--- config.mk ---
export PLATFORM = sky130hd
export DESIGN_NAME = pstc_top
export DESIGN_NICKNAME = d
export VERILOG_FILES = /design/src/core/pstc_pkg.sv /design/src/core/pstc_fifo.sv /design/src/core/pstc_top.sv
export SDC_FILE = /design/constraint.sdc
export NUM_CORES = 2
export LEC_CHECK = 0
export BUFFER_PORTS_ARGS = -buffer_cell sky130_fd_sc_hd__buf_2
export CORE_MARGIN = 2
export CORE_UTILIZATION = 54
export CTS_CLUSTER_DIAMETER = 200
export DETAILED_ROUTE_END_ITERATION = 16
export PLACE_DENSITY = 0.76
export SYNTH_ARGS = -nofsm -noshare
export SYNTH_HDL_FRONTEND = slang
export SYNTH_HIERARCHICAL = 1
export SYNTH_SLANG_ARGS = --single-unit
--- constraint.sdc ---
create_clock -name clk -period 7.6 [get_ports clk]
set_input_delay 1.52 -clock clk [delete_from_list [all_inputs] [get_ports clk]]
set_output_delay 1.52 -clock clk [all_outputs]
set_load 0.005 [all_outputs]
--- src/core/pstc_pkg.sv ---
// Shared constants and types of the pattern sequencer and trigger controller.
// Assumes one 40 MHz clock and a synchronous, active-high reset.
package pstc_pkg;

	// ------------------------------------------------------------
	// Clock and timing
	// ------------------------------------------------------------
	localparam int unsigned CLK_PERIOD_NS = 25;
	localparam int unsigned CLK_HZ        = 1000000000 / CLK_PERIOD_NS;
	localparam int unsigned DARK_CYCLES   = 1;

	// ------------------------------------------------------------
	// Plane store geometry
	// ------------------------------------------------------------
	localparam int unsigned NUM_BUFS       = 2;
	localparam int unsigned PLANES_PER_BUF = 24;
	localparam int unsigned TOTAL_PLANES   = NUM_BUFS * PLANES_PER_BUF;
	localparam int unsigned PAT_W          = PLANES_PER_BUF;
	localparam int unsigned NUM_COLORS     = 3;
	localparam int unsigned COLOR_IN_BITS  = 10;
	localparam int unsigned COLOR_PAT_BITS = 8;
	localparam int unsigned PIX_IN_BITS    = NUM_COLORS * COLOR_IN_BITS;
	localparam int unsigned FRAME_WORDS    = 16;
	localparam int unsigned FIFO_DEPTH     = 32;

	// ------------------------------------------------------------
	// Sequencer widths and limits
	// ------------------------------------------------------------
	localparam int unsigned MAX_DEPTH = 8;
	localparam int unsigned IDX_W     = 6;
	localparam int unsigned ORDER_LEN = 64;
	localparam int unsigned PLANE_W   = 5;
	localparam int unsigned DEPTH_W   = 4;
	localparam int unsigned SUB_W     = 2;
	localparam int unsigned NUM_SUBS  = 3;
	localparam int unsigned CNT_W     = 24;

	// Highest pattern rates per bit depth 1..8
	localparam int unsigned RATE_PRE_HZ [MAX_DEPTH] = '{4225, 1428, 636, 588, 500, 400, 222, 120};
	localparam int unsigned RATE_STR_HZ [MAX_DEPTH] = '{2880, 1428, 636, 588, 480, 400, 222, 120};

	// ------------------------------------------------------------
	// Trigger modes, reset values and states
	// ------------------------------------------------------------
	localparam logic [1:0] TRIG_MODE_VSYNC   = 2'h0;
	localparam logic [1:0] TRIG_MODE_ADVANCE = 2'h1;
	localparam logic [1:0] TRIG_MODE_PAIR    = 2'h2;
	localparam logic       ACT_BUF_RST       = 1'h0;

	typedef enum logic [2:0] {
		ST_IDLE,
		ST_WAIT,
		ST_PREP,
		ST_EXPOSE,
		ST_DARK,
		ST_HALT
	} pstc_state_e;

endpackage

--- src/core/pstc_fifo.sv ---
// Word FIFO between the pattern loader and the plane store.
// Assumes one clock and a synchronous, active-high reset; ready is registered.
module pstc_fifo #(
	parameter int unsigned WIDTH = pstc_pkg::PAT_W,
	parameter int unsigned DEPTH = pstc_pkg::FIFO_DEPTH
) (
	input  wire logic             clk,
	input  wire logic             rst,
	input  wire logic             in_valid,
	output logic                  in_ready,
	input  wire logic [WIDTH-1:0] in_data,
	output logic                  out_valid,
	input  wire logic             out_ready,
	output logic [WIDTH-1:0]      out_data
);
	localparam int unsigned AW = (DEPTH > 1) ? $clog2(DEPTH) : 1;

	logic [WIDTH-1:0] mem_reg [DEPTH];
	logic [AW-1:0]    wr_ptr_reg;
	logic [AW-1:0]    rd_ptr_reg;
	logic [AW:0]      count_reg;
	logic             ready_reg;

	// Handshakes and next fill level
	wire          push       = in_valid & ready_reg;
	wire          pop        = out_valid & out_ready;
	wire [AW:0]   count_next = count_reg + (AW + 1)'(push) - (AW + 1)'(pop);

	assign in_ready  = ready_reg;
	assign out_valid = (count_reg != '0);
	assign out_data  = mem_reg[rd_ptr_reg];

	// Pointer wrap for depths that are not a power of two
	function automatic logic [AW-1:0] bump(input logic [AW-1:0] p);
		return (p == AW'(DEPTH - 1)) ? '0 : p + 1'b1;
	endfunction

	// Ready is a flop so the source never sees a comparator path
	always_ff @(posedge clk) begin
		if (rst) begin
			wr_ptr_reg <= '0;
			rd_ptr_reg <= '0;
			count_reg  <= '0;
			ready_reg  <= 1'b1;
		end else begin
			if (push) begin
				mem_reg[wr_ptr_reg] <= in_data;
				wr_ptr_reg          <= bump(wr_ptr_reg);
			end
			if (pop) begin
				rd_ptr_reg <= bump(rd_ptr_reg);
			end
			count_reg <= count_next;
			ready_reg <= (count_next != (AW + 1)'(DEPTH));
		end
	end

endmodule

--- src/core/pstc_top.sv ---
// Pattern sequencer and trigger controller: double-buffered plane store,
// loader from flash or the parallel pixel port, sequencer and camera triggers.
// Assumes one clock, a synchronous active-high reset, configuration inputs
// held steady while running, and a formatter reading the shown buffer.
//
// Operation
// - Two 24-plane buffers, 48 planes; one shows while the other fills.
// - Streaming shows the previous frame while the current one is written.
// - After a buffer's planes are shown, roles swap to the other buffer.
// - All 48 planes preload from flash; configurable order and bit depth.
// - Peak rate needs one buffer half consumed before the other half.
// - Pattern sets beyond the store wait for a reload of a half.
// - Three trigger modes, zero to two, each giving inputs different meaning.
// - Mode zero triggers on vertical sync and ignores the advance input.
// - Modes zero and one: start/stop rise starts, fall stops the sequence.
// - Mode one: each advance pulse moves to the next pattern.
// - Mode two: advance input toggles between two consecutive patterns.
// - Mode two: start/stop pulse moves to the next pair of patterns.
// - Exposure output high for the whole exposure of each shown pattern.
// - Sequence-start output pulses at the beginning of each sequence.
// - A colour pattern shows as three time-sequential sub-patterns.
// - Modes zero and one: start/stop low halts; high again re-shows the interrupted pattern.
// - Pattern count limited by depth: 48,24,16,12,8,8,6,6.
// - Exposure never shorter than the peak rate of the chosen depth allows.
// - Planes go straight to time slots; triggers align with those slots.
// - Pixel input keeps the upper eight bits of each ten-bit colour.
module pstc_top #(
	parameter int unsigned CLK_HZ      = pstc_pkg::CLK_HZ,
	parameter int unsigned FRAME_WORDS = pstc_pkg::FRAME_WORDS,
	parameter int unsigned FIFO_DEPTH  = pstc_pkg::FIFO_DEPTH,
	parameter int unsigned AW          = (FRAME_WORDS > 1) ? $clog2(FRAME_WORDS) : 1
) (
	input  wire logic                                       clk,
	input  wire logic                                       rst,
	input  wire logic [1:0]                                 trig_mode,
	input  wire logic                                       stream_mode,
	input  wire logic                                       color_pattern,
	input  wire logic [pstc_pkg::DEPTH_W-1:0]               bit_depth,
	input  wire logic [pstc_pkg::IDX_W-1:0]                 seq_len,
	input  wire logic [pstc_pkg::CNT_W-1:0]                 exposure_cycles,
	input  wire logic [pstc_pkg::ORDER_LEN-1:0][pstc_pkg::IDX_W-1:0] pattern_order,
	input  wire logic [pstc_pkg::PIX_IN_BITS-1:0]           px_data,
	input  wire logic                                       px_valid,
	input  wire logic [pstc_pkg::PAT_W-1:0]                 flash_data,
	input  wire logic                                       flash_valid,
	output logic                                            load_ready,
	input  wire logic                                       vsync,
	input  wire logic                                       advance_trigger_input,
	input  wire logic                                       start_stop_trigger_input,
	output logic                                            exposure_active_output,
	output logic                                            sequence_start_output,
	output logic                                            plane_buffer,
	output logic [pstc_pkg::PLANE_W-1:0]                    plane_first,
	output logic [pstc_pkg::DEPTH_W-1:0]                    plane_depth,
	output logic [pstc_pkg::SUB_W-1:0]                      sub_pattern,
	output logic                                            seq_running,
	output logic                                            reload_wait,
	input  wire logic [AW-1:0]                              fmt_rd_addr,
	output logic [pstc_pkg::PAT_W-1:0]                      fmt_rd_data
);
	localparam int unsigned IW = pstc_pkg::IDX_W;
	localparam int unsigned CW = pstc_pkg::CNT_W;
	localparam int unsigned PW = pstc_pkg::PAT_W;

	// ------------------------------------------------------------
	// Registers
	// ------------------------------------------------------------
	pstc_pkg::pstc_state_e state_reg;
	pstc_pkg::pstc_state_e state_next;
	logic [2:0]                       sync1_reg;
	logic [2:0]                       sync2_reg;
	logic [2:0]                       sync3_reg;
	logic [IW-1:0]                    idx_reg;
	logic [IW-1:0]                    idx_next;
	logic [pstc_pkg::SUB_W-1:0]       sub_reg;
	logic [pstc_pkg::SUB_W-1:0]       sub_next;
	logic [CW-1:0]                    cnt_reg;
	logic [CW-1:0]                    cnt_next;
	logic                             act_reg;
	logic                             act_next;
	logic [pstc_pkg::NUM_BUFS-1:0]    valid_reg;
	logic                             release_en;
	logic                             start_next;
	logic                             wr_busy_reg;
	logic                             wr_buf_reg;
	logic [AW-1:0]                    wr_ptr_reg;
	logic [PW-1:0]                    store_reg [pstc_pkg::NUM_BUFS][FRAME_WORDS];
	logic                             exp_reg;
	logic                             start_reg;
	logic [pstc_pkg::PLANE_W-1:0]     first_reg;
	logic [pstc_pkg::DEPTH_W-1:0]     depth_reg;
	logic                             running_reg;
	logic                             reload_reg;
	logic [PW-1:0]                    rd_data_reg;
	logic                             fifo_valid;
	logic [PW-1:0]                    fifo_data;

	// ------------------------------------------------------------
	// Helper functions
	// ------------------------------------------------------------

	// Patterns that fit one buffer half at depth d
	function automatic logic [IW-1:0] pats_per_buf(input logic [pstc_pkg::DEPTH_W-1:0] d);
		logic [IW-1:0] r;
		r = IW'(pstc_pkg::PLANES_PER_BUF);
		for (int i = 1; i <= pstc_pkg::MAX_DEPTH; i++) begin
			if (d == pstc_pkg::DEPTH_W'(i)) begin
				r = IW'(pstc_pkg::PLANES_PER_BUF / i);
			end
		end
		return r;
	endfunction

	// Shortest exposure for the peak rate of a depth; each divide folds to a constant
	function automatic logic [CW-1:0] min_period(input logic [pstc_pkg::DEPTH_W-1:0] d,
		input logic strm);
		logic [CW-1:0] r;
		r = CW'(1);
		for (int i = 0; i < pstc_pkg::MAX_DEPTH; i++) begin
			if (d == pstc_pkg::DEPTH_W'(i + 1)) begin
				r = strm ? CW'(CLK_HZ / pstc_pkg::RATE_STR_HZ[i])
					: CW'(CLK_HZ / pstc_pkg::RATE_PRE_HZ[i]);
			end
		end
		return (r == '0) ? CW'(1) : r;
	endfunction

	// Index wrap at the sequence length
	function automatic logic [IW-1:0] wrap_idx(input logic [IW:0] v, input logic [IW-1:0] len);
		return (v >= {1'b0, len}) ? '0 : v[IW-1:0];
	endfunction

	// Upper eight bits of each ten-bit colour form the pattern word
	function automatic logic [PW-1:0] pix_to_pat(input logic [pstc_pkg::PIX_IN_BITS-1:0] p);
		logic [PW-1:0] r;
		r = '0;
		for (int c = 0; c < pstc_pkg::NUM_COLORS; c++) begin
			r[c * pstc_pkg::COLOR_PAT_BITS +: pstc_pkg::COLOR_PAT_BITS] =
				p[c * pstc_pkg::COLOR_IN_BITS + (pstc_pkg::COLOR_IN_BITS
				- pstc_pkg::COLOR_PAT_BITS) +: pstc_pkg::COLOR_PAT_BITS];
		end
		return r;
	endfunction

	// ------------------------------------------------------------
	// Trigger synchronisers and edges
	// ------------------------------------------------------------

	// Bit 0 vsync, bit 1 advance, bit 2 start/stop; stage one feeds stage two only
	always_ff @(posedge clk) begin
		if (rst) begin
			sync1_reg <= '0;
			sync2_reg <= '0;
			sync3_reg <= '0;
		end else begin
			sync1_reg <= {start_stop_trigger_input, advance_trigger_input, vsync};
			sync2_reg <= sync1_reg;
			sync3_reg <= sync2_reg;
		end
	end

	// Edge terms and mode decode
	wire vs_rise   = sync2_reg[0] & ~sync3_reg[0];
	wire adv_rise  = sync2_reg[1] & ~sync3_reg[1];
	wire ss_rise   = sync2_reg[2] & ~sync3_reg[2];
	wire ss_fall   = ~sync2_reg[2] & sync3_reg[2];
	wire mode_pair = (trig_mode == pstc_pkg::TRIG_MODE_PAIR);
	wire step_go   = (trig_mode == pstc_pkg::TRIG_MODE_ADVANCE) ? adv_rise : vs_rise;
	wire stop_req  = ~mode_pair & ss_fall;

	// ------------------------------------------------------------
	// Pattern geometry
	// ------------------------------------------------------------

	// Depth clamped to 1..8; zero reads as one
	wire [pstc_pkg::DEPTH_W-1:0] depth = (bit_depth == '0) ? pstc_pkg::DEPTH_W'(1)
		: (bit_depth > pstc_pkg::DEPTH_W'(pstc_pkg::MAX_DEPTH))
		? pstc_pkg::DEPTH_W'(pstc_pkg::MAX_DEPTH) : bit_depth;
	wire [IW-1:0] ppb       = pats_per_buf(depth);
	wire [IW-1:0] max_pat   = IW'({ppb, 1'b0});
	// Longer sets and streaming recycle halves and pay the reload wait
	wire          reload_en = stream_mode | (seq_len > max_pat);
	wire [IW-1:0] eff_len   = (seq_len == '0) ? max_pat : seq_len;

	// Slot from the order table, or linear when streaming
	wire [IW-1:0] slot     = stream_mode ? idx_reg : pattern_order[idx_reg];
	wire          need_buf = (slot >= ppb);
	wire [IW-1:0] rel_raw  = need_buf ? slot - ppb : slot;
	wire [IW-1:0] rel      = (rel_raw >= ppb) ? '0 : rel_raw;
	wire [pstc_pkg::PLANE_W-1:0] first_plane =
		pstc_pkg::PLANE_W'(rel * {2'h0, depth});
	wire          need_ok  = valid_reg[need_buf];

	// Exposure length never beats the rate limit of the depth
	wire [CW-1:0] min_cyc = min_period(depth, stream_mode);
	wire [CW-1:0] exp_len = (exposure_cycles > min_cyc) ? exposure_cycles : min_cyc;

	// Next indices for each trigger meaning
	wire [IW-1:0] idx_step   = wrap_idx({1'b0, idx_reg} + (IW + 1)'(1), eff_len);
	wire [IW-1:0] idx_tog    = wrap_idx({1'b0, idx_reg[IW-1:1], ~idx_reg[0]}, eff_len);
	wire [IW-1:0] idx_toggle = (idx_tog == '0) ? {idx_reg[IW-1:1], 1'b0} : idx_tog;
	wire [IW-1:0] idx_pair   = wrap_idx({1'b0, idx_reg[IW-1:1], 1'b0} + (IW + 1)'(2), eff_len);

	// ------------------------------------------------------------
	// Sequencer
	// ------------------------------------------------------------

	// Pattern walk: wait for a trigger, expose, dark gap, then the next slot
	always_comb begin
		state_next = state_reg;
		idx_next   = idx_reg;
		sub_next   = sub_reg;
		cnt_next   = cnt_reg;
		act_next   = act_reg;
		release_en = 1'b0;
		start_next = 1'b0;
		case (state_reg)
			pstc_pkg::ST_IDLE: begin
				if (mode_pair && (adv_rise || ss_rise)) begin
					idx_next   = '0;
					state_next = pstc_pkg::ST_PREP;
				end else if (!mode_pair && ss_rise) begin
					idx_next   = '0;
					state_next = pstc_pkg::ST_WAIT;
				end
			end
			pstc_pkg::ST_WAIT, pstc_pkg::ST_HALT: begin
				if (mode_pair && adv_rise) begin
					idx_next   = idx_toggle;
					state_next = pstc_pkg::ST_PREP;
				end else if (mode_pair && ss_rise) begin
					idx_next   = idx_pair;
					state_next = pstc_pkg::ST_PREP;
				end else if (stop_req) begin
					state_next = pstc_pkg::ST_HALT;
				end else if (state_reg == pstc_pkg::ST_HALT && !mode_pair && ss_rise) begin
					state_next = pstc_pkg::ST_PREP;
				end else if (state_reg == pstc_pkg::ST_WAIT && !mode_pair && step_go) begin
					state_next = pstc_pkg::ST_PREP;
				end
			end
			pstc_pkg::ST_PREP: begin
				// Missing half: hold here until the loader finishes it
				if (stop_req) begin
					state_next = pstc_pkg::ST_HALT;
				end else if (need_ok) begin
					act_next   = need_buf;
					release_en = (need_buf != act_reg) & reload_en;
					sub_next   = '0;
					cnt_next   = '0;
					start_next = (idx_reg == '0);
					state_next = pstc_pkg::ST_EXPOSE;
				end
			end
			pstc_pkg::ST_EXPOSE: begin
				cnt_next = cnt_reg + CW'(1);
				if (stop_req) begin
					state_next = pstc_pkg::ST_HALT;
				end else if (cnt_reg == exp_len - CW'(1)) begin
					cnt_next   = '0;
					state_next = pstc_pkg::ST_DARK;
				end
			end
			pstc_pkg::ST_DARK: begin
				cnt_next = cnt_reg + CW'(1);
				if (stop_req) begin
					state_next = pstc_pkg::ST_HALT;
				end else if (cnt_reg == CW'(pstc_pkg::DARK_CYCLES - 1)) begin
					cnt_next = '0;
					if (color_pattern && sub_reg != pstc_pkg::SUB_W'(pstc_pkg::NUM_SUBS - 1)) begin
						sub_next   = sub_reg + pstc_pkg::SUB_W'(1);
						state_next = pstc_pkg::ST_EXPOSE;
					end else begin
						state_next = pstc_pkg::ST_WAIT;
						if (!mode_pair) begin
							idx_next = idx_step;
						end
					end
				end
			end
			default: begin
				state_next = pstc_pkg::ST_IDLE;
			end
		endcase
	end

	// Sequencer state flops
	always_ff @(posedge clk) begin
		if (rst) begin
			state_reg <= pstc_pkg::ST_IDLE;
			idx_reg   <= '0;
			sub_reg   <= '0;
			cnt_reg   <= '0;
			act_reg   <= pstc_pkg::ACT_BUF_RST;
		end else begin
			state_reg <= state_next;
			idx_reg   <= idx_next;
			sub_reg   <= sub_next;
			cnt_reg   <= cnt_next;
			act_reg   <= act_next;
		end
	end

	// Trigger and formatter outputs, all registered
	always_ff @(posedge clk) begin
		if (rst) begin
			exp_reg     <= 1'b0;
			start_reg   <= 1'b0;
			first_reg   <= '0;
			depth_reg   <= '0;
			running_reg <= 1'b0;
			reload_reg  <= 1'b0;
		end else begin
			exp_reg     <= (state_next == pstc_pkg::ST_EXPOSE);
			start_reg   <= start_next;
			running_reg <= (state_next != pstc_pkg::ST_IDLE) && (state_next != pstc_pkg::ST_HALT);
			reload_reg  <= (state_reg == pstc_pkg::ST_PREP) & ~need_ok;
			if (state_reg == pstc_pkg::ST_PREP && state_next == pstc_pkg::ST_EXPOSE) begin
				first_reg <= first_plane;
				depth_reg <= depth;
			end
		end
	end

	assign exposure_active_output = exp_reg;
	assign sequence_start_output  = start_reg;
	assign plane_buffer           = act_reg;
	assign plane_first            = first_reg;
	assign plane_depth            = depth_reg;
	assign sub_pattern            = sub_reg;
	assign seq_running            = running_reg;
	assign reload_wait            = reload_reg;
	assign fmt_rd_data            = rd_data_reg;

	// ------------------------------------------------------------
	// Loader and plane store
	// ------------------------------------------------------------

	// Source select; both sources share one FIFO and one ready
	wire          src_valid = stream_mode ? px_valid : flash_valid;
	wire [PW-1:0] src_data  = stream_mode ? pix_to_pat(px_data) : flash_data;

	// Fill target: the shown half only before first use, else the other half.
	// A valid shown half is never written, so the writer never tears it.
	wire wr_sel  = wr_busy_reg ? wr_buf_reg : (valid_reg[act_reg] ? ~act_reg : act_reg);
	wire wr_can  = wr_busy_reg | ~valid_reg[wr_sel];
	wire wr_fire = fifo_valid & wr_can;
	wire wr_done = wr_fire & (wr_ptr_reg == AW'(FRAME_WORDS - 1));

	pstc_fifo #(
		.WIDTH (PW),
		.DEPTH (FIFO_DEPTH)
	) u_fifo (
		.clk       (clk),
		.rst       (rst),
		.in_valid  (src_valid),
		.in_ready  (load_ready),
		.in_data   (src_data),
		.out_valid (fifo_valid),
		.out_ready (wr_can),
		.out_data  (fifo_data)
	);

	// Frame writer; a finishing fill beats a release of the same half
	always_ff @(posedge clk) begin
		if (rst) begin
			wr_busy_reg <= 1'b0;
			wr_buf_reg  <= 1'b0;
			wr_ptr_reg  <= '0;
			valid_reg   <= '0;
		end else begin
			if (wr_fire) begin
				store_reg[wr_sel][wr_ptr_reg] <= fifo_data;
				wr_buf_reg  <= wr_sel;
				wr_busy_reg <= ~wr_done;
				wr_ptr_reg  <= wr_done ? '0 : wr_ptr_reg + AW'(1);
			end
			if (release_en) begin
				valid_reg[act_reg] <= 1'b0;
			end
			if (wr_done) begin
				valid_reg[wr_sel] <= 1'b1;
			end
		end
	end

	// Formatter read of the shown half, one cycle latency
	always_ff @(posedge clk) begin
		if (rst) begin
			rd_data_reg <= '0;
		end else begin
			rd_data_reg <= store_reg[act_reg][fmt_rd_addr];
		end
	end

endmodule

# Yosys cells after proc, flatten, opt, wreduce, memory -nomap -nowiden
# Memory sizes are Yosys's and may differ from the RTL's. A register that Yosys moved wholly into a read port is not among the register bits.
# Cells that the tools add are included.
# op_classes
eq_ne	34
muxes	107
reduce_logical	35
bitwise_logic	29
n_lt_le_gt_ge	17
add_sub_neg	11
mul	1
# op_table
op	n
24-bit two-way mux	19
384-bit two-way mux	1
6-bit two-way mux	20
24-bit binary-select mux with 4-bit select	1
24-bit demux with 4-bit select	1
24-bit case mux with 3 select lines	1
24-bit logical NOT	2
5-bit two-way mux	8
3-bit two-way mux	13
6-bit binary-select mux with 6-bit select	1
24-bit by 1-bit adder with 24-bit output, second input constant	1
24-bit == test	1
24-bit > comparator	1
24-bit by 1-bit subtractor with 24-bit output, second input constant	1
1-bit two-way mux	22
6-bit greater-or-equal comparator	3
6-bit logical NOT	3
2-bit two-way mux	9
6-bit case mux with 3 select lines	1
4-bit by 3-bit == test with 1-bit output, second input constant	4
2-bit != test, second input constant	8
15-bit two-way mux	1
3-bit case mux with 5 select lines	1
7-bit by 6-bit greater-or-equal comparator with 1-bit output	2
54 further kinds	109
# word_totals
ff_bits	107
ramBits	1536
wordCells	260
in_bits	487
memories	2
# memory_table
memory	words	word_bits	read_ports	rd_ports_with_merged_regs	write_ports	line	source
store_reg	2	384	1	1	1	pstc_top.sv:87	logic [PW-1:0] store_reg [pstc_pkg::NUM_BUFS][FRAME_WORDS];
u_fifo.mem_reg	32	24	1	1	1	pstc_fifo.sv:18	logic [WIDTH-1:0] mem_reg [DEPTH];

# Depth between registers and ports, before layout
# depth
ltp_word	23
depth_mapped	40
depth_no_buf	34

# Modules after synthesis
# The synthesis kept the hierarchy.
# by_module_without_submodules
mod	area_per_inst_um2	seq_area_each_um2	cells_per_inst	instances
pstc_top	40094.7	24883.9	2384	1
pstc_fifo	30581.8	23502.5	1578	1

# Least setup slack after synthesis
# Ideal clock, no wire load.
# synth_timing
kind	register -> register
start	register idx_reg[1]
end	register first_reg, in the netlist plane_first[4]
t_arrival_ps	8214
path_slack_ps	-755
stages_incl_launch_ff	38
cell_sequence	dfxtp_1 clkbuf_1 clkbuf_1 clkbuf_1 clkbuf_1 mux4_2 mux4_2 a21oi_1 o211ai_1 o21ai_0 ha_1 inv_1 fa_1 a21oi_1 a21oi_1 o21ai_0 and4b_1 clkbuf_1 [... 2 more ...] nand2b_1 a21oi_1 nor2b_1 o21ai_0 nand2b_1 a21oi_1 and2_1 clkbuf_1 and2_1 nand2_1 fa_1 fa_1 inv_1 fa_1 xnor2_1 xnor2_1 xnor2_1 a21oi_1
# synth_via
elab_chain_len	11
# synth_lines
item	line	source
start: declaration	pstc_top.sv:73	logic [IW-1:0] idx_reg;
start signal: assignment	pstc_top.sv:297	idx_reg <= idx_next;
6-bit binary-select mux with 6-bit select	pstc_top.sv:186	wire [IW-1:0] slot = stream_mode ? idx_reg : pattern_order[idx_reg];
6-bit two-way mux (implied by the code)	pstc_top.sv:186	
6-bit two-way mux (*)	pstc_top.sv:186	
branches (longest 8 deep; another with 6-bit subtractor)	-	
end signal: assignment	pstc_top.sv:319	first_reg <= first_plane;
end: declaration	pstc_top.sv:90	logic [pstc_pkg::PLANE_W-1:0] first_reg;
# Every way passes the cells marked *. The select of a mux whose other input is x is not followed.
# A chain may end at the register's enable or synchronous reset.

# Worst setup path after layout
# layout_timing
start	input port pattern_order[378] in the netlist's numbering
end	register first_reg, in the netlist plane_first[4]
# layout_via
elab_chain_len	11
# layout_lines
item	line	source
start: declaration	pstc_top.sv:41	input wire logic [pstc_pkg::ORDER_LEN-1:0][pstc_pkg::IDX_W-1:0] pattern_order,
6-bit binary-select mux with 6-bit select (*)	pstc_top.sv:186	
6-bit two-way mux (implied by the code) (*)	pstc_top.sv:186	
6-bit two-way mux (*)	pstc_top.sv:186	
branches (longest 8 deep; another with 6-bit subtractor)	-	
# Marked as above.

==> impl_results.md <==
- Reg2reg end: plane_first[4]$_SDFFE_PP0P_
- Deepest clock path buffer count: 3
- Global-route wire length before repair: slightly below 300 mm
- Max Slew Vio Count: 0
- Root cell of the clock tree: clkbuf_16
- Hold path depth: 1
- Cell Pwr Density: between 200 and 300 mW/mm^2
- GRT Total Usage: 0.2998
- Worst Path Arrival: around 8000 ps
- DRC viols: 0
- Final instance area: between 0.08 and 0.09 mm^2
- Ratio of cells with drive above 1 in the final layout: 0.3288
- Final Util: 0.6315
- Initial Util: 0.5451
- Port buffer count: approximately 520
- Async SR Flop Fraction: 0
- CP Capture Type: flip-flop
- Worst Skew: 41.42 ps
- Die W: roughly 370 um
- Clock Pin Slew Worst Setup and Hold Paths: approximately 60 ps
- Kind of cell adding the most delay to the critical path: adder cells
- Routed Antenna Nets: 0
- Fmax: around 0.14 GHz
- Cts hold-fix bufs: 0
- Fin crit share: 0.9572
- EDFF count, synth: approximately 1,500
- Initial DRC count: 5,210
- Worst Hold Slack: between 400 and 500 ps
- Main combinational cell family by area after synthesis: multiplexers
- Setup WS pre-CTS: -527.9 ps
- Crit-path slowest cell: mux4_2
- Row cnt: around 130
- Sequential fraction of the synthesis area: 0.6846
- Post-synthesis net count: 4,533
- Fin worst setup slack: around 330 ps
- Unrepaired setup endpoints after global routing: no
- Placer Congestion: between 0.9 and 1
- Vias in the first global route: 41,883
- Max Fanout on Critical Path: 3
- Yosys warns: 6
- R2R cell count: 29
- Most common cell after layout, fill and taps aside: edfxtp_1
- Post-synthesis compound-gate area fraction: 0.04226
- Hold Crit Start: sync1_reg[1]$_SDFF_PP0_
- Critical path type: input port to flip-flop
- WL per Instance: 30.82 um
- Pleak: about 27 nW
- Final TNS setup: 0 ps
- Adder-Cell Fraction of Synth Area: 0.01540
- #FFs+latches synth: roughly 1,600
- Most used cell, CP: a21oi_2
- Syn avg cell area: between 15 and 20 um^2
- Initial antenna violation count: 22
- Tightest Pin Transition: ~1300 ps
- Vias per inst: 6.451
- CTS sink count: ~1,600
- Final setup viols: 0
- Final hold violation count: 0
- Synth Area in XOR/XNOR: 0.007435
- Placement Cell Area: around 0.077 mm^2
- CTS Buf Count: 159
- Worst Hold Class: flip-flop to flip-flop
- Crit start category: input port
- Gate Count Post-Synth: about 4,000
- Worst setup startpoint: pattern_order[378]
- Main synth FF type: edfxtp_1
- Max-Cap Viols: 0
- Worst path bufs/invs: 3
- Mux share of post-synthesis cell area: 0.1817
- Fin nets: about 5,200
- Largest net degree at the start of global routing: 107
- Synth unique cells: 83
- Core area: 0.1296 mm^2
- Die area: 0.1338 mm^2
- Worst Hold Path EP: sync2_reg[1]$_SDFF_PP0_
- Post-layout min period: between 7000 and 8000 ps
- Synth-to-layout area growth: 15.84%
- I/O pin total: 528
- Drt first pass iters: 6
- Worst vdd ir: ~0.00027 V
- Max_slew headroom: 0.1108
- Die Ht: approximately 370 um
- Final wirelength: slightly above 200 mm
- Routed vias: ~42,000
- Max incr delay on CP: 580 ps
- Status: finished clean
- WP data required: approximately 8300 ps
- H-tree levels: 4
- Placed wire-length estimate: approximately 120 mm
- Most frequent cells in the layout: edfxtp_1, buf_2, mux4_2
- Cell area after synthesis: 0.07068 mm^2
- Global route overflow: 0
- Worst skew pair latency: 790 ps
- Reg2Reg Setup Slack: between 400 and 500 ps
- R2r startpoint: idx_reg[0]$_SDFFE_PP0P_
- Simple-gate area share of the yosys netlist: 0.05054
- CTS tree: built
-- worst reg2reg max path, delay by kind of cell (launching register included) --
family,cells,cell delay (ps)
XOR/XNOR,3,460
multiplexers,3,1430
AND/OR/NAND/NOR,7,1120
AO/OA/AOI/OAI,9,1310
flip-flops,1,430
buffers and inverters,2,390
adder cells (fa/ha/maj),5,1960
-- power by group --
| group | leakage [nW] | internal, W | switching, W | total, W |
|---|---|---|---|---|
| Sequential | 14.8 | 0.0109 | 0.000137 | 0.0111 |
| Combinational | 9.66 | 0.00122 | 0.00214 | 0.00336 |
| Clock | 2.50 | 0.00440 | 0.00342 | 0.00782 |
-- stage by stage --
| stage | power (W) | std cells |
|---|---|---|
| after floorplan | 0.01321 | 3962 |
| after global placement | 0.01438 | 6234 |
| after detailed placement | 0.01451 | 6234 |
| after CTS | 0.02227 | 6518 |
| after global routing | 0.02291 | 6525 |
| final | 0.02224 | 6535 |
-- synthesized netlist by cell type, types with 12 or more instances --
cell      number  share of area
a211oi_1      15         0.0016
a21oi_1      156          0.011
a22oi_1      101          0.011
a31oi_1       19         0.0017
and3_1        26         0.0023
buf_1         34         0.0018
buf_2         47         0.0033
buf_6         12         0.0019
clkbuf_1     125         0.0066
dfxtp_1      113          0.032
edfxtp_1    1536           0.65
ha_1          79          0.014
inv_1         57         0.0030
mux2_2        40         0.0064
mux2i_1      260          0.037
mux4_2       434           0.14
nand2_1      106         0.0056
nand2b_1      21         0.0019
nand3_1       98         0.0069
nand3b_1      20         0.0021
nand4_1       34         0.0030
nor2_1       193          0.010
nor2b_1       77         0.0068
nor3_1        32         0.0023
nor4_1        13         0.0012
o21ai_0       43         0.0030
or3_1         15         0.0013
xnor2_1       46         0.0057
xor2_1        14         0.0017
-- cell type report --
type | instances | area, um^2
antenna | 12 | 30.03
clock buffer | 216 | 4368
clock inverter | 68 | 770.7
fill | 8857 | 47780
inverter | 57 | 214.0
multi-input combinational | 2025 | 21300
sequential | 1649 | 48410
tap | 1742 | 2180
timing repair buffer | 766 | 4598
-- logic make-up (layout without fill, tap and decap cells) --
logic type / Yosys count / count (layout)
buffers and inverters: 288 / 1107
multiplexers: 735 / 735
flip-flops: 1649 / 1649
AND/OR/NAND/NOR: 695 / 695
other: 0 / 12
XOR/XNOR: 60 / 60
AO/OA/AOI/OAI: 451 / 451
adder cells (fa/ha/maj): 84 / 84
-- layer usage --
layer / global-route usage / share of wire / vias up
met3: 0.04900 / 0.092 / 336
li1: - / - / 17553
met1: 0.4358 / 0.40 / 21789
met4: 0.08590 / 0.026 / 4
met5: 0 / 0.00010 / -
met2: 0.4733 / 0.48 / 2473
-- timing repair --
action,CTS,global route
resized for setup,0,2
setup buffers,0,0
endpoints found under the setup margin,0,1
-- how the worst max path moves through the flow --
stage,cells past startpoint,endpoint
after global placement,31,plane_first[4]$_SDFFE_PP0P_
after detailed placement,31,plane_first[4]$_SDFFE_PP0P_
after CTS,31,plane_first[4]$_SDFFE_PP0P_
after floorplan,33,plane_first[4]$_SDFFE_PP0P_
final,31,plane_first[4]$_SDFFE_PP0P_
after global routing,31,plane_first[4]$_SDFFE_PP0P_
No activity file was read; power rests on OpenSTA's default activity.
